$ cat src/chl_defines.svh
/*
 * constants of the ascii command parser: control characters, command codes,
 * register offsets, reset values and setpoint limits.
 * assumes it is included by bare name ahead of the modules that use its macros.
 */
// Functional notes
// - sensor and offset replies carry a hundredths digit, 0.01 degree resolution.
// - negative temperature replies put the minus character 2DH in the tens position.
// - each alarm character encodes one alarm bit group, one means active.
// - an alarm character carries the sum of the weights of its active bits.
// - alarm read 34 replies STX, command, three alarm characters, ETX, checksum, CR.
// - volatile offset write is not stored in nonvolatile memory, 0.01 degree resolution.
// - offset sign position is 2DH for negative and 30H for positive.
// - offset read 36 replies sign, ones, tenths, hundredths inside the usual frame.
// - setpoint write 37H is applied and also written to nonvolatile memory.
// - nonvolatile setpoint accepts only 10.0 to 60.0 degrees in tenth steps.
// - a nonzero hundredths digit of a nonvolatile setpoint is rounded to a tenth.
// - offset write 38H is applied and stored in nonvolatile memory.
// - unit character is 30H plus unit number and is echoed in replies.
// - setpoint read 31 replies four digits tens to hundredths in the frame.
// - external sensor read 33 replies four digits in the frame.
// - unit-specified write 31 accepted by addressed unit only, answered ACK, unit, CR.
`ifndef CHL_DEFINES_SVH
`define CHL_DEFINES_SVH
// control characters
`define CHL_SOH 8'h01
`define CHL_STX 8'h02
`define CHL_ETX 8'h03
`define CHL_ENQ 8'h05
`define CHL_ACK 8'h06
`define CHL_CR 8'h0D
`define CHL_MINUS 8'h2D
`define CHL_ZERO 8'h30
`define CHL_HI 4'h3
// command characters
`define CHL_CMD_SETP 8'h31
`define CHL_CMD_INT 8'h32
`define CHL_CMD_EXT 8'h33
`define CHL_CMD_ALM 8'h34
`define CHL_CMD_OFS 8'h36
`define CHL_CMD_NVSETP 8'h37
`define CHL_CMD_NVOFS 8'h38
// wishbone byte offsets
`define CHL_REG_CTRL 8'h00
`define CHL_REG_SETP 8'h04
`define CHL_REG_OFS 8'h08
`define CHL_REG_ISTAT 8'h0C
`define CHL_REG_ICLR 8'h10
`define CHL_REG_IEN 8'h14
`define CHL_REG_STATE 8'h18
// reset values: parser enabled, unit 1, setpoint 25.00
`define CHL_CTRL_RST 8'h11
`define CHL_SETP_RST 16'h2500
`define CHL_SETP_MIN 16'h1000
`define CHL_SETP_MAX 16'h6000
// interrupt bits
`define CHL_IRQ_W 3
`define CHL_IRQ_DONE 0
`define CHL_IRQ_DROP 1
`define CHL_IRQ_NVWR 2
`endif

$ cat src/chl_pkg.sv
/*
 * types shared by the ascii command parser and its reply framer.
 * assumes nothing beyond a systemverilog compiler.
 */
package chl_pkg;
   // temperature as bcd digits, sign separate
   typedef struct packed {
      logic neg;
      logic [3:0] tens;
      logic [3:0] ones;
      logic [3:0] tenths;
      logic [3:0] hund;
   } chl_temp_s;
   // offset as sign and three bcd digits
   typedef struct packed {
      logic neg;
      logic [3:0] ones;
      logic [3:0] tenths;
      logic [3:0] hund;
   } chl_ofs_s;
   // one reply for the framer; data[0] goes out first
   typedef struct packed {
      logic unit_spec;
      logic [7:0] unit_char;
      logic is_ack;
      logic [7:0] cmd;
      logic [2:0] n_data;
      logic [3:0][7:0] data;
   } chl_reply_s;
   typedef enum logic [3:0] {
      RX_IDLE, RX_UNIT, RX_LEAD, RX_CMD, RX_DATA, RX_ETX, RX_SUMH, RX_SUML, RX_END, RX_SKIP
   } chl_rx_e;
endpackage : chl_pkg

$ cat src/chl_tx_frame.sv
/*
 * reply framer: builds a whole reply frame, with checksum for data replies, when started and
 * shifts it out one byte per accepted transfer.
 * assumes the sink takes a byte when valid and ready are both high.
 */
`include "chl_defines.svh"
module chl_tx_frame (
   // clock and reset
   input wire logic clk_i,
   input wire logic rst_b_i,
   // reply request
   input wire logic start_i,
   input chl_pkg::chl_reply_s req_i,
   output logic busy_o,
   // byte stream out
   output logic tx_valid_o,
   input wire logic tx_ready_i,
   output logic [7:0] tx_data_o
);
   import chl_pkg::*;
   logic [11:0][7:0] frm_q, frm_d;
   logic [3:0] len_q, len_d, p;
   logic [7:0] sum;

   // frame assembly on start, shift on each accepted byte
   always_comb begin
      frm_d = frm_q;
      len_d = len_q;
      p = 4'd0;
      sum = 8'h00;
      if (len_q == 4'd0) begin
         if (start_i) begin
            frm_d = '0;
            if (req_i.is_ack) begin
               frm_d[p] = `CHL_ACK;
               p = p + 4'd1;
               if (req_i.unit_spec) begin
                  frm_d[p] = req_i.unit_char;
                  p = p + 4'd1;
               end
            end else begin
               if (req_i.unit_spec) begin
                  frm_d[p] = `CHL_SOH;
                  frm_d[p + 4'd1] = req_i.unit_char;
                  p = p + 4'd2;
                  sum = req_i.unit_char + `CHL_STX;
               end
               frm_d[p] = `CHL_STX;
               frm_d[p + 4'd1] = req_i.cmd;
               p = p + 4'd2;
               sum = sum + req_i.cmd;
               for (int i = 0; i < 4; i++) begin
                  if (3'(i) < req_i.n_data) begin
                     frm_d[p] = req_i.data[i];
                     p = p + 4'd1;
                     sum = sum + req_i.data[i];
                  end
               end
               frm_d[p] = `CHL_ETX;
               frm_d[p + 4'd1] = {`CHL_HI, sum[7:4]};
               frm_d[p + 4'd2] = {`CHL_HI, sum[3:0]};
               p = p + 4'd3;
            end
            frm_d[p] = `CHL_CR;
            len_d = p + 4'd1;
         end
      end else if (tx_ready_i) begin
         frm_d = frm_q >> 8;
         len_d = len_q - 4'd1;
      end
   end

   // frame store
   always_ff @(posedge clk_i or negedge rst_b_i) begin
      if (!rst_b_i) begin
         frm_q <= '0;
         len_q <= 4'd0;
      end else begin
         frm_q <= frm_d;
         len_q <= len_d;
      end
   end

   assign busy_o = (len_q != 4'd0);
   assign tx_valid_o = (len_q != 4'd0);
   assign tx_data_o = frm_q[0];
endmodule : chl_tx_frame

$ cat src/chl_cmd_parser.sv
/*
 * ascii command parser: takes request bytes from the host, checks framing,
 * unit and checksum, answers reads, applies setpoint and offset writes and
 * flags nonvolatile stores; registers over classic wishbone.
 * assumes received bytes arrive as one-cycle strobes on this clock from a
 * uart that cannot be stalled, and that nonvolatile storage acts on the
 * store pulses using the setpoint and offset outputs.
 */
// Added by the designer: the register addresses and the Wishbone slave port.
`include "chl_defines.svh"
module chl_cmd_parser (
   // system
   input wire logic CLOCK_I,
   input wire logic RST_B_I,
   // wishbone slave
   input wire logic WB_CYC_I,
   input wire logic WB_STB_I,
   input wire logic WB_WE_I,
   input wire logic [7:0] WB_ADR_I,
   input wire logic [3:0] WB_SEL_I,
   input wire logic [31:0] WB_DAT_I,
   output logic [31:0] WB_DAT_O,
   output logic WB_ACK_O,
   // received bytes
   input wire logic RX_VALID_I,
   input wire logic [7:0] RX_DATA_I,
   // reply bytes
   output logic TX_VALID_O,
   input wire logic TX_READY_I,
   output logic [7:0] TX_DATA_O,
   // plant values
   input chl_pkg::chl_temp_s INT_TEMP_I,
   input chl_pkg::chl_temp_s EXT_TEMP_I,
   input wire logic [3:0] ALARM_DIGIT_FIRST_I,
   input wire logic [3:0] ALARM_DIGIT_SECOND_I,
   input wire logic [3:0] ALARM_DIGIT_THIRD_I,
   // applied settings and store requests
   output chl_pkg::chl_temp_s SETPOINT_O,
   output chl_pkg::chl_ofs_s OFFSET_O,
   output logic NV_SETPOINT_WR_O,
   output logic NV_OFFSET_WR_O,
   // interrupt
   output logic IRQ_O
);
   import chl_pkg::*;

   // digit conversions
   function automatic logic is_dig(input logic [7:0] b);
      return (b[7:4] == `CHL_HI) && (b[3:0] <= 4'h9);
   endfunction : is_dig

   function automatic logic [3:0][7:0] temp_chars(input chl_temp_s t);
      logic [3:0][7:0] c;
      c[0] = t.neg ? `CHL_MINUS : {`CHL_HI, t.tens};
      c[1] = {`CHL_HI, t.ones};
      c[2] = {`CHL_HI, t.tenths};
      c[3] = {`CHL_HI, t.hund};
      return c;
   endfunction : temp_chars

   function automatic logic [3:0][7:0] ofs_chars(input chl_ofs_s o);
      logic [3:0][7:0] c;
      c[0] = o.neg ? `CHL_MINUS : `CHL_ZERO;
      c[1] = {`CHL_HI, o.ones};
      c[2] = {`CHL_HI, o.tenths};
      c[3] = {`CHL_HI, o.hund};
      return c;
   endfunction : ofs_chars

   // round hundredths into tenths with bcd carry, hundredths then zero
   function automatic chl_temp_s round_tenth(input chl_temp_s t);
      chl_temp_s r;
      r = t;
      r.hund = 4'h0;
      if (t.hund >= 4'h5) begin
         if (t.tenths != 4'h9) begin
            r.tenths = t.tenths + 4'h1;
         end else begin
            r.tenths = 4'h0;
            if (t.ones != 4'h9) begin
               r.ones = t.ones + 4'h1;
            end else begin
               r.ones = 4'h0;
               r.tens = t.tens + 4'h1; // 99.95 carries into tens as Ah and fails the range check
            end
         end
      end
      return r;
   endfunction : round_tenth

   function automatic logic [31:0] merge(input logic [31:0] old, input logic [31:0] nw, input logic [3:0] sel);
      logic [31:0] m;
      m = {{8{sel[3]}}, {8{sel[2]}}, {8{sel[1]}}, {8{sel[0]}}};
      return (old & ~m) | (nw & m);
   endfunction : merge

   // register state
   logic [7:0] ctrl_q, ctrl_d;
   logic [`CHL_IRQ_W-1:0] ien_q, ien_d, ist_q, ist_d;
   logic ack_q, ack_d;
   logic [31:0] rdat_q, rdat_d;
   logic wb_req, wb_wr;
   logic [31:0] setp_w, ofs_w;

   // parser state
   chl_rx_e st_q, st_d;
   logic spec_q, spec_d, rd_q, rd_d, csok_q, csok_d;
   logic [7:0] unit_q, unit_d, cmd_q, cmd_d, sum_q, sum_d;
   logic [3:0][7:0] dat_q, dat_d;
   logic [1:0] idx_q, idx_d;
   chl_temp_s setp_q, setp_d, setp_in, setp_rnd;
   chl_ofs_s ofs_q, ofs_d, ofs_in;
   logic nvs_q, nvs_d, nvo_q, nvo_d;
   logic start, tx_busy, unit_ok, ev_done, ev_drop, bad;
   chl_reply_s req;
   logic [7:0] rx;

   assign rx = RX_DATA_I;
   assign wb_req = WB_CYC_I && WB_STB_I;
   // writes take effect on the edge where the master sees ack
   assign wb_wr = wb_req && ack_q && WB_WE_I;
   assign setp_w = merge({16'h0000, setp_q.tens, setp_q.ones, setp_q.tenths, setp_q.hund}, WB_DAT_I, WB_SEL_I);
   assign ofs_w = merge({15'h0000, ofs_q.neg, 4'h0, ofs_q.ones, ofs_q.tenths, ofs_q.hund}, WB_DAT_I, WB_SEL_I);

   // unit-specified frames answer only to our unit character
   assign unit_ok = !spec_q || (unit_q == {`CHL_HI, ctrl_q[7:4]});

   // write payload decoded from received digits
   assign setp_in = '{neg: 1'b0, tens: dat_q[0][3:0], ones: dat_q[1][3:0],
                      tenths: dat_q[2][3:0], hund: dat_q[3][3:0]};
   assign setp_rnd = round_tenth(setp_in);
   assign ofs_in = '{neg: (dat_q[0] == `CHL_MINUS), ones: dat_q[1][3:0],
                     tenths: dat_q[2][3:0], hund: dat_q[3][3:0]};

   // receive state machine, command execution and settings
   always_comb begin
      st_d = st_q;
      spec_d = spec_q;
      rd_d = rd_q;
      csok_d = csok_q;
      unit_d = unit_q;
      cmd_d = cmd_q;
      sum_d = sum_q;
      dat_d = dat_q;
      idx_d = idx_q;
      setp_d = setp_q;
      ofs_d = ofs_q;
      nvs_d = 1'b0;
      nvo_d = 1'b0;
      start = 1'b0;
      ev_drop = 1'b0;
      bad = 1'b0;
      req = '0;
      req.unit_spec = spec_q;
      req.unit_char = unit_q;
      req.cmd = cmd_q;
      if (wb_wr && WB_ADR_I == `CHL_REG_SETP) begin
         setp_d = '{neg: 1'b0, tens: setp_w[15:12], ones: setp_w[11:8], tenths: setp_w[7:4], hund: setp_w[3:0]};
      end
      if (wb_wr && WB_ADR_I == `CHL_REG_OFS) begin
         ofs_d = '{neg: ofs_w[16], ones: ofs_w[11:8], tenths: ofs_w[7:4], hund: ofs_w[3:0]};
      end
      if (RX_VALID_I && ctrl_q[0]) begin
         if (rx == `CHL_SOH) begin
            // start of header restarts the frame from any state
            st_d = RX_UNIT;
            spec_d = 1'b1;
         end else begin
            case (st_q)
               RX_IDLE: begin
                  if (rx == `CHL_ENQ || rx == `CHL_STX) begin
                     st_d = RX_CMD;
                     spec_d = 1'b0;
                     rd_d = (rx == `CHL_ENQ);
                     sum_d = 8'h00;
                  end else if (rx == `CHL_ACK) begin
                     st_d = RX_SKIP;
                  end
               end
               RX_UNIT: begin
                  unit_d = rx;
                  sum_d = rx;
                  st_d = RX_LEAD;
               end
               RX_LEAD: begin
                  if (rx == `CHL_ENQ || rx == `CHL_STX) begin
                     rd_d = (rx == `CHL_ENQ);
                     sum_d = sum_q + rx;
                     st_d = RX_CMD;
                  end else if (rx == `CHL_ACK) begin
                     st_d = RX_IDLE; // unit-specified frames never lead with ACK
                     ev_drop = 1'b1;
                  end else begin
                     st_d = RX_IDLE;
                     ev_drop = 1'b1;
                  end
               end
               RX_CMD: begin
                  cmd_d = rx;
                  sum_d = sum_q + rx;
                  idx_d = 2'd0;
                  st_d = rd_q ? RX_SUMH : RX_DATA;
               end
               RX_DATA: begin
                  dat_d[idx_q] = rx;
                  sum_d = sum_q + rx;
                  idx_d = idx_q + 2'd1;
                  if (idx_q == 2'd3) begin
                     st_d = RX_ETX;
                  end
               end
               RX_ETX: begin
                  st_d = (rx == `CHL_ETX) ? RX_SUMH : RX_IDLE;
                  ev_drop = (rx != `CHL_ETX);
               end
               RX_SUMH: begin
                  csok_d = (rx == {`CHL_HI, sum_q[7:4]});
                  st_d = RX_SUML;
               end
               RX_SUML: begin
                  csok_d = csok_q && (rx == {`CHL_HI, sum_q[3:0]});
                  st_d = RX_END;
               end
               RX_END: begin
                  st_d = RX_IDLE;
                  if (rx != `CHL_CR || !csok_q) begin
                     ev_drop = 1'b1;
                  end else if (!unit_ok) begin
                     // another unit's frame: stay silent
                  end else if (tx_busy) begin
                     ev_drop = 1'b1; // still sending; the host retries
                  end else if (rd_q) begin
                     start = 1'b1;
                     req.n_data = 3'd4;
                     case (cmd_q)
                        `CHL_CMD_SETP: req.data = temp_chars(setp_q);
                        `CHL_CMD_INT: req.data = temp_chars(INT_TEMP_I);
                        `CHL_CMD_EXT: req.data = temp_chars(EXT_TEMP_I);
                        `CHL_CMD_OFS: req.data = ofs_chars(ofs_q);
                        `CHL_CMD_ALM: begin
                           req.n_data = 3'd3;
                           req.data[0] = {`CHL_HI, ALARM_DIGIT_FIRST_I};
                           req.data[1] = {`CHL_HI, ALARM_DIGIT_SECOND_I};
                           req.data[2] = {`CHL_HI, ALARM_DIGIT_THIRD_I};
                        end
                        default: bad = 1'b1;
                     endcase
                  end else begin
                     start = 1'b1;
                     req.is_ack = 1'b1;
                     case (cmd_q)
                        `CHL_CMD_SETP: begin
                           bad = !(is_dig(dat_q[0]) && is_dig(dat_q[1]) && is_dig(dat_q[2]) && is_dig(dat_q[3]));
                           if (!bad) begin
                              setp_d = setp_in;
                           end
                        end
                        `CHL_CMD_OFS, `CHL_CMD_NVOFS: begin
                           bad = !((dat_q[0] == `CHL_MINUS || dat_q[0] == `CHL_ZERO)
                                   && is_dig(dat_q[1]) && is_dig(dat_q[2]) && is_dig(dat_q[3]));
                           if (!bad) begin
                              ofs_d = ofs_in;
                              nvo_d = (cmd_q == `CHL_CMD_NVOFS);
                           end
                        end
                        `CHL_CMD_NVSETP: begin
                           bad = !(is_dig(dat_q[0]) && is_dig(dat_q[1]) && is_dig(dat_q[2]) && is_dig(dat_q[3]))
                                 || (setp_rnd[15:0] < `CHL_SETP_MIN) || (setp_rnd[15:0] > `CHL_SETP_MAX);
                           if (!bad) begin
                              setp_d = setp_rnd;
                              nvs_d = 1'b1;
                           end
                        end
                        default: bad = 1'b1;
                     endcase
                  end
                  if (bad) begin
                     start = 1'b0;
                     ev_drop = 1'b1;
                  end
               end
               RX_SKIP: begin
                  // host acknowledge of our reply carries nothing to act on
                  if (rx == `CHL_CR) begin
                     st_d = RX_IDLE;
                  end
               end
               default: st_d = RX_IDLE;
            endcase
         end
      end
   end
   assign ev_done = start;

   always_ff @(posedge CLOCK_I or negedge RST_B_I) begin
      if (!RST_B_I) begin
         st_q <= RX_IDLE;
         spec_q <= 1'b0;
         rd_q <= 1'b0;
         csok_q <= 1'b0;
         unit_q <= 8'h00;
         cmd_q <= 8'h00;
         sum_q <= 8'h00;
         dat_q <= '0;
         idx_q <= 2'd0;
         setp_q <= {1'b0, `CHL_SETP_RST};
         ofs_q <= '0;
         nvs_q <= 1'b0;
         nvo_q <= 1'b0;
      end else begin
         st_q <= st_d;
         spec_q <= spec_d;
         rd_q <= rd_d;
         csok_q <= csok_d;
         unit_q <= unit_d;
         cmd_q <= cmd_d;
         sum_q <= sum_d;
         dat_q <= dat_d;
         idx_q <= idx_d;
         setp_q <= setp_d;
         ofs_q <= ofs_d;
         nvs_q <= nvs_d;
         nvo_q <= nvo_d;
      end
   end

   // reply framer
   chl_tx_frame u_tx (
      .clk_i(CLOCK_I),
      .rst_b_i(RST_B_I),
      .start_i(start),
      .req_i(req),
      .busy_o(tx_busy),
      .tx_valid_o(TX_VALID_O),
      .tx_ready_i(TX_READY_I),
      .tx_data_o(TX_DATA_O)
   );

   // wishbone slave: ack one cycle after the request, dropped the next
   always_comb begin
      ack_d = wb_req && !ack_q;
      rdat_d = rdat_q;
      ctrl_d = ctrl_q;
      ien_d = ien_q;
      if (wb_req && !ack_q) begin
         case (WB_ADR_I)
            `CHL_REG_CTRL: rdat_d = {24'h000000, ctrl_q};
            `CHL_REG_SETP: rdat_d = {16'h0000, setp_q[15:0]};
            `CHL_REG_OFS: rdat_d = {15'h0000, ofs_q.neg, 4'h0, ofs_q.ones, ofs_q.tenths, ofs_q.hund};
            `CHL_REG_ISTAT: rdat_d = {29'h00000000, ist_q};
            `CHL_REG_IEN: rdat_d = {29'h00000000, ien_q};
            `CHL_REG_STATE: rdat_d = {23'h000000, tx_busy, unit_q[3:0], 4'(st_q)};
            default: rdat_d = 32'h00000000; // clear register and holes read zero
         endcase
      end
      if (wb_wr && WB_ADR_I == `CHL_REG_CTRL && WB_SEL_I[0]) begin
         ctrl_d = WB_DAT_I[7:0];
      end
      if (wb_wr && WB_ADR_I == `CHL_REG_IEN && WB_SEL_I[0]) begin
         ien_d = WB_DAT_I[`CHL_IRQ_W-1:0];
      end
   end

   always_ff @(posedge CLOCK_I or negedge RST_B_I) begin
      if (!RST_B_I) begin
         ack_q <= 1'b0;
         rdat_q <= 32'h00000000;
         ctrl_q <= `CHL_CTRL_RST;
         ien_q <= '0;
      end else begin
         ack_q <= ack_d;
         rdat_q <= rdat_d;
         ctrl_q <= ctrl_d;
         ien_q <= ien_d;
      end
   end

   // sticky events; a new event wins over a clear in the same cycle
   always_comb begin
      ist_d = ist_q;
      if (wb_wr && WB_ADR_I == `CHL_REG_ICLR && WB_SEL_I[0]) begin
         ist_d = ist_q & ~WB_DAT_I[`CHL_IRQ_W-1:0];
      end
      ist_d[`CHL_IRQ_DONE] = ist_d[`CHL_IRQ_DONE] | ev_done;
      ist_d[`CHL_IRQ_DROP] = ist_d[`CHL_IRQ_DROP] | ev_drop;
      ist_d[`CHL_IRQ_NVWR] = ist_d[`CHL_IRQ_NVWR] | nvs_d | nvo_d;
   end

   always_ff @(posedge CLOCK_I or negedge RST_B_I) begin
      if (!RST_B_I) begin
         ist_q <= '0;
      end else begin
         ist_q <= ist_d;
      end
   end

   assign WB_ACK_O = ack_q;
   assign WB_DAT_O = rdat_q;
   assign SETPOINT_O = setp_q;
   assign OFFSET_O = ofs_q;
   assign NV_SETPOINT_WR_O = nvs_q;
   assign NV_OFFSET_WR_O = nvo_q;
   assign IRQ_O = |(ist_q & ien_q);
endmodule : chl_cmd_parser

$ cat config.mk
export PLATFORM = sky130hd
export DESIGN_NAME = chl_cmd_parser
export DESIGN_NICKNAME = d
export VERILOG_FILES = /design/src/chl_pkg.sv /design/src/chl_tx_frame.sv /design/src/chl_cmd_parser.sv
export VERILOG_INCLUDE_DIRS = /design/src
export SDC_FILE = /design/constraint.sdc
export NUM_CORES = 1
export LEC_CHECK = 0
export ABC_AREA = 1
export BUFFER_PORTS_ARGS = -buffer_cell sky130_fd_sc_hd__buf_2
export CORE_AREA = 2 2 189 191
export DETAILED_ROUTE_END_ITERATION = 8
export DIE_AREA = 0 0 191 193
export PLACE_DENSITY_LB_ADDON = 0.2
export SYNTH_ARGS = -nofsm -noshare
export SYNTH_HDL_FRONTEND = slang
export SYNTH_HIERARCHICAL = 1
export SYNTH_SLANG_ARGS = --single-unit
$ cat constraint.sdc
create_clock -name CLOCK_I -period 16.15 [get_ports CLOCK_I]
set_clock_uncertainty 0.2 [all_clocks]
set_input_delay 4.0375 -clock CLOCK_I [delete_from_list [all_inputs] [get_ports CLOCK_I]]
set_output_delay 4.0375 -clock CLOCK_I [all_outputs]
set_load 0.01 [all_outputs]
==> results by stage, run 1 <==
Drt:
- The total DRC errors in the routed layout is 0.
- The routed wire length is 74.5 mm.
- The total iterations of the first detailed-routing run is 6.
- Summing over every cut layer, the via total after detailed routing is 20773.
- The via density per instance is 6.04.
- The violation count after the first detailed-route iteration is 2006.
- Dividing the detail-routed wire length by the instance count gives 21.7 um.
- The remaining antenna violation count is 0.

Run status:
- The run finished with clean final reports.

Timing:
- The count of final hold-check violations is 0.
- At the pin with the least slew margin, the transition time is 1.14 ns.
- The count of final max-slew check failures was 0.
- For the finished layout, the period the worst path requires is 11.85 ns.
- The upper clock frequency limit is 84.4 MHz.
- Setup repair after global routing left no endpoint under its margin.
- The portion of the clock cycle consumed by the worst path in the final layout is 0.734.
- Setup violations remaining at the end of the flow were counted as 0.
- The worst slew slack as a fraction of its limit is 0.240.
- Summed over all failing endpoints, the final setup total negative slack is 0 ns.

Worst setup path:
- Along the worst path, the maximum fanout reaches 29.
- The critical path class is input pin to register.
- The worst reg-to-reg setup slack is 7.00 ns.
- The required time at the worst-slack endpoint is 16.41 ns.
- STA classifies the critical path startpoint as an input pin.
- The dominant cell type by count on the critical path is sky130_fd_sc_hd__nand2_1.
- The maximum cell stage delay along the critical path is 0.71 ns.
- The arrival time at the worst endpoint is 12.11 ns.
- The element type at the critical path end is a register.
- The worst-path cell with the longest stage delay is sky130_fd_sc_hd__nor2_1.

Logic synthesis:
- For this run, asynchronously set or reset flops after synthesis account for 1.00.
- In this run, synthesis inferred 0 flip-flops with an integrated enable.
- Yosys printed 6 warnings.
- In the synthesized netlist the dominant register cell turns out to be sky130_fd_sc_hd__dfrtp_1.
- The average instance in the mapped netlist occupies 6.70 um2.
- In this run, distinct cell masters in the synthesized netlist total 72.
- In the synthesized netlist, the number of instances is 2822.
- The combined area of all synthesized cells is 18900 um2.
- Synthesis inferred 229 register bits.
- The share of the Yosys chip area taken by registers is 0.303.

Layout:
- The antenna diode count is 0.
- The final net count is 3152.
- The number of filler instances in the final layout is 3375.
- Relative to the synthesized area, the layout overhead comes to 10.4%.
- The post-route core utilization is 0.597.
- In the final layout, the share of cells above drive strength 1 is 0.113.

Global route:
- The total overflow left after global routing is 0.
- Entering global routing, the biggest net connects 107 pins.
- The initial antenna violation count came to 0.
- The number of global-route vias before repair is 19318.
- The first-pass GRT wire length is 111 mm.
- The combined global-route utilization of all metal layers is 0.397.

Pwr:
- For this design the total switching power over the nets is 495 uW.
- The analysis attributes to cell leakage a power of 10.0 nW.
- The worst supply voltage drop on vdd is 0.0000997 V.
- For this design the ratio of total power to cell area is 76.7 nW/um2.
- The internal power component is 1.11 mW.
- The part of the power in registers is 0.446.
- The switching part of the total power is 0.309.
- The combinational group share of total power is 0.178.
- The proportion of power drawn by the clock network is 0.376.

Placement:
- Buffers placed on the I/O ports in this run total 148.
- After legalization and detailed placement, the total HPWL measured 56.8 mm.
- Routability-driven placement finished with a final weighted congestion of 1.03.

Die:
- The height of the die is 193 um.
- From left edge to right edge, the die measures 191 um.
- For this configuration, the core starts out at a cell density of 0.541.
- The count of pins on the block boundary is 180.
- The initialized floorplan defines 69 standard-cell rows.
- The placeable core region is 35000 um2.
- The die area is 36900 um2.

CTS:
- In this run the clock root is driven by a sky130_fd_sc_hd__clkbuf_16.
- In this run, post-CTS hold repair placed 0 buffers.
- The clock passes through at most 3 buffers.
- In this run, CTS created clock tree buffers numbering 26.
- The later-pin clock latency in the skew report is 0.58 ns.
- The total of cells resized after clock tree synthesis is 0.
- The clock drives 229 sinks.
- The H-tree depth is 1.
- The clock tree from TritonCTS is yes.
- The clock transition at the registers of the reported paths is 0.06 ns.
- The number of post-CTS setup repair buffers is 0.

Worst hold path:
- The classification of the worst-slack hold path is register to register.

Job:
- Across the run, the number of max-cap violations was 0.
==> routing by layer <==
| layer | track usage | vias to the layer above | share of wire |
|---|---|---|---|
| li1 | - | 9636 | - |
| met1 | 0.479 | 9792 | 0.38 |
| met2 | 0.683 | 1105 | 0.47 |
| met3 | 0.0485 | 240 | 0.076 |
| met4 | 0.238 | 0 | 0.068 |
| met5 | 0 | - | 0 |
==> path summary, 6_finish.rpt <==
kind / depth (start not counted) / end / start
max: 40 / u_tx/frm_q[90]$_DFFE_PN0P_ / RX_DATA_I[5]
min: 2 / u_tx/frm_q[90]$_DFFE_PN0P_ / u_tx/frm_q[90]$_DFFE_PN0P_
max reg2reg: 41 / u_tx/frm_q[90]$_DFFE_PN0P_ / u_tx/len_q[0]$_DFFE_PN0P_
min reg2reg: 2 / u_tx/frm_q[90]$_DFFE_PN0P_ / u_tx/frm_q[90]$_DFFE_PN0P_
max in group asynchronous: 3 / NV_SETPOINT_WR_O$_DFF_PN0_ / RST_B_I
min in group asynchronous: 1 / u_tx/frm_q[70]$_DFFE_PN0P_ / RST_B_I
==> flip-flops by register name, indices dropped and copies added (netlist names), 3 cells and up <==
register,count
OFFSET_O,13
SETPOINT_O,17
u_tx/frm_q,88
cmd_q,8
unit_q,8
WB_DAT_O,17
st_q,4
sum_q,8
u_tx/len_q,4
ctrl_q,8
dat_q,32
ien_q,3
ist_q,3
u_tx/tx_data_o,8
==> synthesized netlist by cell type, types with 4 or more instances <==
master                      count  area [um2]
sky130_fd_sc_hd__o221ai_1       5        43.8
sky130_fd_sc_hd__nand2_2       13        81.3
sky130_fd_sc_hd__nand2_4        8        90.1
sky130_fd_sc_hd__a22oi_1       10        75.1
sky130_fd_sc_hd__dfrtp_1      224        5610
sky130_fd_sc_hd__clkinv_1       6        22.5
sky130_fd_sc_hd__o31ai_1        7        52.6
sky130_fd_sc_hd__inv_1        314        1180
sky130_fd_sc_hd__a21oi_1      199         996
sky130_fd_sc_hd__fa_1           6         120
sky130_fd_sc_hd__o211ai_1      43         323
sky130_fd_sc_hd__o21ai_1       35         175
sky130_fd_sc_hd__nor3_1        22         110
sky130_fd_sc_hd__nor2_2        11        68.8
sky130_fd_sc_hd__o22ai_1       36         225
sky130_fd_sc_hd__ha_1          80        1000
sky130_fd_sc_hd__nand3_1      178         891
sky130_fd_sc_hd__buf_6          6        67.6
sky130_fd_sc_hd__buf_2         10        50.1
sky130_fd_sc_hd__inv_2         29         109
sky130_fd_sc_hd__clkbuf_1      69         259
sky130_fd_sc_hd__buf_4         27         203
sky130_fd_sc_hd__o21ai_0      289        1450
sky130_fd_sc_hd__o2111ai_1      8        70.1
sky130_fd_sc_hd__nor2_1       280        1050
sky130_fd_sc_hd__nor2_4        13         146
sky130_fd_sc_hd__o22ai_2        4        50.1
sky130_fd_sc_hd__a211oi_1       7        52.6
sky130_fd_sc_hd__nand3b_1       8        60.1
sky130_fd_sc_hd__nand2_1      658        2470
sky130_fd_sc_hd__xor2_1        22         193
sky130_fd_sc_hd__o21a_1        18         135
sky130_fd_sc_hd__nand4_1       36         225
sky130_fd_sc_hd__mux2i_1        4        40.0
sky130_fd_sc_hd__a221oi_1      13         114
sky130_fd_sc_hd__or2_2         10        62.6
sky130_fd_sc_hd__dfstp_2        5         131
sky130_fd_sc_hd__xnor2_1       12         105
sky130_fd_sc_hd__a31oi_1       36         225
==> metrics by stage <==
stage	instance area [um2]	worst slack [ns]	hold slack (ns)	cells	total power, mW
2_1_floorplan	19100	5.88	0.244	2879	0.907
3_5_place_dp	20000	3.90	0.260	3394	1.00
3_3_place_gp	20000	3.99	0.259	3394	0.989
5_1_grt	20900	3.84	0.307	3441	1.67
6_report	20900	4.30	0.276	3441	1.60
4_1_cts	20900	4.48	0.277	3441	1.60
==> kinds of logic after synthesis <==
| kind of cell | after synthesis | synth area share |
|---|---|---|
| flip-flops | 229 | 0.303 |
| multiplexers | 6 | 0.00331 |
| adder cells (fa/ha/maj) | 86 | 0.0593 |
| AND/OR/NAND/NOR | 1264 | 0.292 |
| other | 1 | 0.000198 |
| XOR/XNOR | 35 | 0.0166 |
| AO/OA/AOI/OAI | 738 | 0.225 |
| buffers and inverters | 463 | 0.100 |
==> worst max-delay path: cells and delay by family <==
kind,cells,cell delay [ns]
AOI/OAI and AO/OA,5,1.30
xor gates and xnor gates,2,0.47
adders and majority gates,4,1.28
buffers and inverters,8,1.12
and+or+nand+nor,21,3.87
==> final cells by class <==
| type | count | area, um2 | area share |
|---|---|---|---|
| clock inverters | 16 | 163 | 0.00779 |
| clock buffers | 31 | 699 | 0.0335 |
| well taps | 461 | 577 | 0.0276 |
| repair buffers | 167 | 893 | 0.0428 |
| inverters | 350 | 1320 | 0.0630 |
| multi-input cells | 2187 | 11500 | 0.551 |
| flip-flops and latches | 229 | 5740 | 0.275 |
==> placed cells by master (no fill, tap or decap), types with 22 or more instances in the layout <==
cell type	Yosys	layout
sky130_fd_sc_hd__nand2_1	658	657
sky130_fd_sc_hd__inv_1	314	314
sky130_fd_sc_hd__o21ai_0	289	289
sky130_fd_sc_hd__nor2_1	280	278
sky130_fd_sc_hd__dfrtp_1	224	224
sky130_fd_sc_hd__a21oi_1	199	199
sky130_fd_sc_hd__nand3_1	178	178
sky130_fd_sc_hd__buf_2	10	147
sky130_fd_sc_hd__ha_1	80	80
sky130_fd_sc_hd__conb_1	1	58
sky130_fd_sc_hd__o211ai_1	43	43
sky130_fd_sc_hd__nand4_1	36	36
sky130_fd_sc_hd__a31oi_1	36	36
sky130_fd_sc_hd__o22ai_1	36	36
sky130_fd_sc_hd__o21ai_1	35	35
sky130_fd_sc_hd__inv_2	29	30
sky130_fd_sc_hd__clkbuf_16	0	26
sky130_fd_sc_hd__nor3_1	22	22
sky130_fd_sc_hd__xor2_1	22	22
==> power groups by stage <==
stage	Clock, mW	Combinational, mW	Sequential, mW
after global routing	0.628	0.321	0.725
after CTS	0.605	0.282	0.714
after global placement	0	0.269	0.720
after floorplan	0	0.201	0.706
final	0.602	0.286	0.715
after detailed placement	0	0.280	0.723
No activity file was read; power rests on OpenSTA's default activity.
==> run 2, diff against run 1 <==
Clock period 16.15 ns to 12.3 ns, I/O delays scaled along.
==> results by stage, run 2 (synthesis results as in run 1) <==
Run status:
- The run finished with clean final reports.

Global route:
- The first-pass GRT wire length is 111 mm (-0.24%).
- The initial antenna violation count was 0 (unchanged).
- The number of global-route vias before repair is 19841 (+2.7%).
- The combined global-route utilization of all metal layers came to 0.393 (-0.00481).
- The total congestion overflow after global routing is 0 (unchanged).
- The largest net degree at the start of global routing is 94 (-12%).

Die:
- The x dimension of the die is 191 um (unchanged).
- The die area came to 36900 um2 (unchanged).
- The placeable core region was 35000 um2 (unchanged).
- The count of pins on the block boundary is 180 (unchanged).
- The standard-cell row count is 69 (unchanged).
- The height of the die is 193 um (unchanged).
- The effective utilization at floorplan came to 0.541 (unchanged).

Timing:
- The worst slew slack as a fraction of its limit came to 0.180 (-0.0604).
- The number of endpoints failing setup at the final stage is 0 (unchanged).
- Setup repair after global routing left no endpoint under its margin.
- The measured slew at the worst slew-check pin came to 1.23 ns (+0.0948 ns).
- The count of final max-slew check failures is 0 (unchanged).
- The portion of the clock cycle consumed by the worst path in the final layout is 0.869.
- The total negative slack for setup checks was 0 ns (unchanged).
- For this run, the top clock speed supported by timing is 93.6 MHz.
- The count of final hold-check violations is 0 (unchanged).
- The final-layout worst hold slack was 0.276 ns (-0.0000230 ns).
- The clock period minus worst slack is 10.69 ns.

Placement:
- The final weighted congestion of routability-driven global placement came to 1.02 (-0.79%).
- The post-detailed-placement cell area is 20000 um2 (+0.11%).
- The number of I/O port buffers was 148 (unchanged).
- The half-perimeter wire length of the detailed placement result is 55.7 mm (-1.9%).
- The instance count after placement with tap cells included is 3397 (+0.088%).

Worst setup path:
- The arrival time at the worst endpoint is 10.94 ns (-1.17 ns).
- The critical path class is input pin to register.
- The worst reg-to-reg setup slack is 3.75 ns (-3.25 ns).
- Among all stages on the critical path, the largest delay is contributed by sky130_fd_sc_hd__nor2_1.
- The worst register-to-register path ends at u_tx/frm_q[50]$_DFFE_PN0P_.
- The required time at the worst-slack endpoint is 12.56 ns (-3.85 ns).
- The worst setup path is captured at a register.
- The maximum fanout count along the critical path came to 29 (unchanged).
- The maximum cell stage delay along the critical path came to 0.71 ns (about the same).
- The worst reg2reg path startpoint is cmd_q[7]$_DFFE_PN0P_.
- The dominant cell type by count on the critical path is sky130_fd_sc_hd__nand2_1.
- The startpoint kind of the worst setup timing path is an input pin.
- The number of cells on the worst reg-to-reg path came to 38 (-7.3%).

Pwr:
- The power density over the cells is 103 nW/um2 (+35%).
- The leakage power total came to 10.1 nW (+0.57%).
- The worst supply voltage drop on vdd is 0.000121 V (+22%).
- The total power of the final layout is 2.17 mW (+35%).

Drt:
- The violation count after the first detailed-route iteration was 2089 (+4.1%).
- The wire length per cell is 21.2 um (-2.0%).
- The routed wire length is 73.2 mm (-1.8%).
- The via density per instance is 6.02 (-0.25%).
- The via count is 20757 (-0.077%).
- The remaining antenna violation count is 0 (unchanged).
- The total iterations of the first detailed-routing run is 6 (unchanged).
- The total DRC errors in the routed layout is 0 (unchanged).

CTS:
- The total of cells resized after clock tree synthesis is 0 (unchanged).
- The H-tree depth is 1 (unchanged).
- The number of sinks on the clock net is 229 (unchanged).
- The count of hold buffers inserted by post-cts repair is 0 (unchanged).
- The number of buffers on the longest clock path is 3 (unchanged).
- The number of post-CTS setup repair buffers came to 0 (unchanged).
- The TritonCTS buffer count is 27 (+3.8%).
- The clock transition at the registers of the reported paths is 0.06 ns (about the same).
- TritonCTS built the clock tree.
- The tree is rooted in a sky130_fd_sc_hd__clkbuf_16.
- The later-pin clock latency in the skew report is 0.57 ns (about the same).

Layout:
- The total non-filler cell area in the finished layout is 21000 um2 (+0.52%).
- The library cells used most frequently in the layout, excluding fill and tap cells, are sky130_fd_sc_hd__nand2_1 (657), sky130_fd_sc_hd__inv_1 (314), sky130_fd_sc_hd__o21ai_0 (289).
- The final net count is 3156 (+0.13%).
- The post-route non-filler standard cell count is 3447 (+0.17%).
- The area growth from synthesis to layout is 11.0%.
- The most common cell after layout, fill and taps aside is sky130_fd_sc_hd__nand2_1.
- In the final layout, the registers with the most flip-flops are u_tx/frm_q (88), dat_q (32).
- The top register by number of flip-flops is u_tx/frm_q.
- The fraction of layout cells with a size suffix above 1 is 0.114 (+0.000518).
- The flip-flop count of the largest register after layout is 88 (unchanged).

Worst hold path:
- The depth of the worst hold-timing path came to 2 (unchanged).
- The beginning of the worst hold path is u_tx/tx_data_o[3]$_DFFE_PN0P_.
- The classification of the worst-slack hold path is register to register.
- The worst-case hold path end point is u_tx/tx_data_o[3]$_DFFE_PN0P_.

Job:
- The max-capacitance violation count came to 0 (unchanged).
-- run 2: changes by cell type in the layout (fill, tap and decap cells not counted), sizes merged --
cell      previous run  this run
clkinvlp             3         1
buf                167       170
clkbuf              31        36
diode                0         2
bufinv               2         4
clkinv              16        10
inv                345       347
-- run 2: report_power, final --
part | internal, mW | total (mW) | switching, mW
Combinational | 0.134 | 0.372 | 0.238
Clock | 0.519 | 0.859 | 0.340
Sequential | 0.871 | 0.935 | 0.0645
Total | 1.52 | 2.17 | 0.642
-- run 2: cell type report --
type	count	area, um2
multi-input combinational	2187	11500
antenna	2	5.00
tap	461	577
sequential	229	5740
clock inverter	12	184
timing repair buffer	170	916
fill	3324	14000
inverter	350	1320
clock buffer	36	759
-- run 2: through the flow --
step	setup slack, ns	utilization
CTS	1.87	0.600
global placement	1.33	0.573
finish	1.61	0.600
detailed placement	1.27	0.573
global route	0.979	0.600
floorplan	3.00	-
-- run 2: how the worst max path moves through the flow --
stage | end | start | slack, ns
floorplan | u_tx/frm_q[16]$_DFFE_PN0P_ | RX_DATA_I[5] | 3.00
global placement | u_tx/frm_q[50]$_DFFE_PN0P_ | RX_DATA_I[5] | 1.33
global route | u_tx/tx_data_o[3]$_DFFE_PN0P_ | RX_DATA_I[5] | 0.98
CTS | u_tx/frm_q[50]$_DFFE_PN0P_ | RX_DATA_I[5] | 1.87
finish | u_tx/frm_q[50]$_DFFE_PN0P_ | RX_DATA_I[5] | 1.61
detailed placement | u_tx/frm_q[50]$_DFFE_PN0P_ | RX_DATA_I[5] | 1.27
-- run 2: critical path, delay by kind of cell --
kind	cells	cell delay, ns
compound gates	6	1.25
xor+xnor	3	0.62
fa+ha+maj	4	1.28
buf+inv	9	0.97
simple gates	21	3.72
-- run 2: routing by layer --
| layer | global-route usage | part of all wire | vias to the layer above | routed length (um) |
|---|---|---|---|---|
| met5 | 0 | 0 | - | 0 |
| met4 | 0.253 | 0.071 | 0 | 5160 |
| met3 | 0.0483 | 0.074 | 277 | 5410 |
| met2 | 0.668 | 0.47 | 1057 | 34400 |
| met1 | 0.472 | 0.38 | 9780 | 28200 |
| li1 | - | - | 9643 | - |
==> run 3, diff against run 2 <==
Settings changed: CORE_AREA 2 2 189 191 to 2 2 178 180, CTS_BUF_LIST from default to sky130_fd_sc_hd__clkbuf_8, DIE_AREA 0 0 191 193 to 0 0 180 182, SYNTH_HIERARCHICAL 1 to default.
==> results by stage, run 3 <==
Logic synthesis:
- The total number of yosys warnings is 0 (-6).
- The synthesized area per cell was 6.69 um2 (-0.23%).
- The share of synthesized registers carrying an async set or reset is 1.00 (unchanged).
- Sorting the synthesized cells by how often they occur yields sky130_fd_sc_hd__nand2_1 (578), sky130_fd_sc_hd__inv_1 (327), sky130_fd_sc_hd__o21ai_0 (252).
- Of all cell types, the one taking the most synthesized area is sky130_fd_sc_hd__dfrtp_1.
- The sequential cell area fraction in the yosys report came to 0.309 (+0.00592).
- Yosys attributes the largest share of cell area to sky130_fd_sc_hd__dfrtp_1 (30%), sky130_fd_sc_hd__nand2_1 (13%), sky130_fd_sc_hd__o21ai_0 (7.6%).
- The synthesized instance count was 2496 (-12%).
- The number of distinct library cells after synthesis is 71 (-1.4%).
- The number of flops mapped to enable cells by yosys is 0 (unchanged).
- Among all flip-flop cells after synthesis, the most frequent one is sky130_fd_sc_hd__dfrtp_1.
- The most common cell in the netlist is sky130_fd_sc_hd__nand2_1.
- The flip-flop and latch count after synthesis is 206 (-10%).
- The combined area of all synthesized cells was 16700 um2 (-12%).
- The fraction of post-synthesis cell area in the top cell type by area came to 0.301 (+0.00499).

Pwr:
- The proportion of power drawn by the clock network is 0.363 (-0.033).
- The internal power component is 1.30 mW (-15%).
- The switching part of the total power is 0.320 (+0.0231).
- The total power of the final layout is 1.91 mW (-12%).
- The part of the power in registers is 0.434 (+0.002).
- The total net switching power is 610 uW (-5.0%).
- The worst supply voltage drop on vdd is 0.000115 V (-5.1%).
- The power density over the cells was 103 nW/um2 (+0.11%).
- The leakage power total was 9.31 nW (-7.8%).
- The combinational group share of total power is 0.203 (+0.031).

CTS:
- The cell at the root of the clock tree is sky130_fd_sc_hd__clkbuf_8.
- The number of buffers on the longest clock path is 3 (unchanged).
- The total of cells resized after clock tree synthesis was 0 (unchanged).
- The later-pin clock latency in the skew report came to 0.57 ns (about the same).
- The number of post-CTS setup repair buffers is 0 (unchanged).
- The clock transition at the registers of the reported paths is 0.06 ns (about the same).
- The H-tree depth is 2 (+1).
- TritonCTS built the clock tree.
- The TritonCTS buffer count is 37 (+37%).
- The number of sinks on the clock net is 206 (-10%).
- The count of hold buffers inserted by post-cts repair is 0 (unchanged).

Worst hold path:
- The worst-case hold path end point is u_tx.tx_data_o[3]$_DFFE_PN0P_.
- The beginning of the worst hold path is u_tx.tx_data_o[3]$_DFFE_PN0P_.
- The depth of the worst hold-timing path was 2 (unchanged).
- The min-delay analysis places its worst path in the category register to register.

Layout:
- The number of filler instances in the final layout is 2963 (-11%).
- The multi-input combinational cell area is 9800 um2 (-15%).
- The most common cell after layout, fill and taps aside is sky130_fd_sc_hd__nand2_1.
- The storage element area is 5160 um2 (-10%).
- In the final layout, the registers with the most flip-flops are u_tx.frm_q (65), dat_q (32).
- In the layout the commonest cells are sky130_fd_sc_hd__nand2_1 (578), sky130_fd_sc_hd__inv_1 (334), sky130_fd_sc_hd__o21ai_0 (252).
- The area growth from synthesis to layout is 10.7%.
- The flip-flop count of the largest register after layout is 65 (-26%).
- The fraction of layout cells with a size suffix above 1 is 0.121 (+0.00705).
- The register with the most flip-flops in the final layout is u_tx.frm_q.
- The final net count is 2812 (-11%).

Drt:
- The uppermost layer routed is met4.
- The total iterations of the first detailed-routing run is 6 (unchanged).
- The total DRC errors in the routed layout is 0 (unchanged).
- The via density per instance was 5.97 (-0.94%).
- The wire length on met3 was 5.76 mm (+6.3%).
- The remaining antenna violation count is 0 (unchanged).
- The routed metal-1 wire length is 27.3 mm (-3.1%).
- The routed wire length is 65.0 mm (-11%).
- The wire length per cell is 21.3 um (+0.21%).
- The violation count after the first detailed-route iteration was 2133 (+2.1%).
- The via count is 18230 (-12%).
- The total length of routed met2 wires came to 29.1 mm (-15%).

Global route:
- The largest net degree at the start of global routing is 90 (-4.3%).
- The initial antenna violation count is 2 (+2).
- The total congestion overflow after global routing came to 0 (unchanged).
- The number of global-route vias before repair is 16994 (-14%).
- The first-pass GRT wire length was 99.1 mm (-10%).
- The combined global-route utilization of all metal layers was 0.391 (-0.00206).

Timing:
- The upper clock frequency limit is 95.7 MHz (+2.3%).
- Setup repair after global routing left no endpoint under its margin.
- The count of final max-slew check failures is 0 (unchanged).
- The portion of the clock cycle consumed by the worst path in the final layout is 0.849 (-0.0193).
- The measured slew at the worst slew-check pin is 1.24 ns (+0.00507 ns).
- The total negative slack for setup checks came to 0 ns (unchanged).
- The worst slew slack as a fraction of its limit is 0.172 (-0.00835).
- The clock period minus worst slack was 10.45 ns (-0.238 ns).
- The final-layout worst hold slack is 0.269 ns (-0.00660 ns).
- The number of endpoints failing setup at the final stage is 0 (unchanged).
- The count of final hold-check violations is 0 (unchanged).

Run status:
- The flow ran to the end, and the final reports show no timing, DRC or antenna violations.

Die:
- The x dimension of the die came to 180 um (-5.8%).
- The placeable core region came to 31000 um2 (-11%).
- The count of pins on the block boundary came to 180 (unchanged).
- The standard-cell row count is 65 (-5.8%).
- The height of the die was 182 um (-5.7%).
- The die area is 32800 um2 (-11%).
- The effective utilization at floorplan is 0.539 (-0.00229).

Worst setup path:
- The worst-path cell with the longest stage delay is sky130_fd_sc_hd__a21boi_1.
- The required time at the worst-slack endpoint is 12.58 ns (+0.02 ns).
- The worst setup path is captured at a register.
- The reg-to-reg endpoint is u_tx.tx_data_o[0]$_DFFE_PN0P_.
- The number of cells on the worst reg-to-reg path came to 36 (-5.3%).
- The dominant cell type by count on the critical path is sky130_fd_sc_hd__inv_1.
- The worst reg2reg path startpoint is cmd_q[5]$_DFFE_PN0P_.
- The startpoint kind of the worst setup timing path is an input pin.
- The arrival time at the worst endpoint was 10.72 ns (-0.22 ns).
- The worst reg-to-reg setup slack came to 3.50 ns (-0.25 ns).
- The maximum fanout count along the critical path is 18 (-38%).
- The maximum cell stage delay along the critical path is 0.70 ns (about the same).
- The critical path class is input pin to register.

Placement:
- The number of I/O port buffers is 148 (unchanged).
- The final weighted congestion of routability-driven global placement was 1.10 (+7.4%).
- The half-perimeter wire length of the detailed placement result is 52.0 mm (-6.8%).

Job:
- The max-capacitance violation count is 0 (unchanged).
[run 3: cell count changes in the layout (fill, tap and decap cells not counted), moves of 20 or more]
cell | before | now
sky130_fd_sc_hd__a21oi_1 | 199 | 161
sky130_fd_sc_hd__clkbuf_16 | 27 | 0
sky130_fd_sc_hd__clkbuf_8 | 5 | 45
sky130_fd_sc_hd__conb_1 | 58 | 19
sky130_fd_sc_hd__dfrtp_1 | 224 | 201
sky130_fd_sc_hd__inv_1 | 314 | 334
sky130_fd_sc_hd__nand2_1 | 657 | 578
sky130_fd_sc_hd__nand3_1 | 178 | 94
sky130_fd_sc_hd__nor2_1 | 278 | 243
sky130_fd_sc_hd__nor3_1 | 22 | 42
sky130_fd_sc_hd__o21ai_0 | 289 | 252
sky130_fd_sc_hd__o21ai_1 | 35 | 56
[run 3: routing by layer]
| layer | track usage | vias to the layer above |
|---|---|---|
| met1 | 0.523 | 8560 |
| met5 | 0 | - |
| met2 | 0.627 | 950 |
| met3 | 0.0736 | 174 |
| li1 | - | 8546 |
| met4 | 0.153 | 0 |
[run 3: cell type report]
type | instances | share of cell area
antenna | 1 | 0.000135
clock buffer | 44 | 0.0328
clock inverter | 20 | 0.00962
inverter | 360 | 0.0733
multi-input combinational | 1858 | 0.530
sequential | 206 | 0.279
tap | 402 | 0.0272
timing repair buffer | 165 | 0.0475
[run 3: stage by stage]
step	cell area, um2	worst slack, ns	instances	utilization
final	18500	1.85	3056	0.596
after global routing	18500	1.45	3056	0.596
after CTS	18500	2.05	3055	0.596
after detailed placement	17700	1.45	2991	0.571
after global placement	17700	1.59	2991	0.571
after floorplan	16800	3.37	2513	-
[run 3: logic make-up after synthesis]
kind of cell	synth area share
and+or+nand+nor	0.268
buffers and inverters	0.108
other	0.000450
AOI/OAI and AO/OA	0.229
muxes	0.00592
DFF	0.309
xor gates and xnor gates	0.0182
adders and majority gates	0.0619
[run 3: worst max path at each step]
stage / slack [ns] / endpoint / cells past startpoint / start
6_report: 1.85 / u_tx.tx_data_o[0]$_DFFE_PN0P_ / 39 / RX_DATA_I[1]
5_1_grt: 1.45 / u_tx.tx_data_o[0]$_DFFE_PN0P_ / 39 / RX_DATA_I[1]
4_1_cts: 2.05 / u_tx.tx_data_o[0]$_DFFE_PN0P_ / 39 / RX_DATA_I[1]
3_5_place_dp: 1.45 / u_tx.tx_data_o[0]$_DFFE_PN0P_ / 38 / RX_DATA_I[1]
3_3_place_gp: 1.59 / u_tx.tx_data_o[0]$_DFFE_PN0P_ / 39 / RX_DATA_I[1]
2_1_floorplan: 3.37 / u_tx.frm_q[34]$_DFFE_PN0P_ / 37 / RX_DATA_I[6]
[run 3: worst max-delay path: cells and delay by family]
family | cells | cell delay (ns)
buffers and inverters | 7 | 1.04
adder cells (fa/ha/maj) | 5 | 1.77
AO/OA/AOI/OAI | 11 | 2.05
XOR/XNOR | 1 | 0.17
AND/OR/NAND/NOR | 15 | 2.59
[run 3: power groups by stage]
stage	Sequential [mW]	Clock, mW	Combinational (mW)
4_1_cts	0.828	0.701	0.384
3_3_place_gp	0.834	0	0.369
3_5_place_dp	0.837	0	0.382
2_1_floorplan	0.823	0	0.281
5_1_grt	0.837	0.725	0.438
6_report	0.828	0.693	0.387
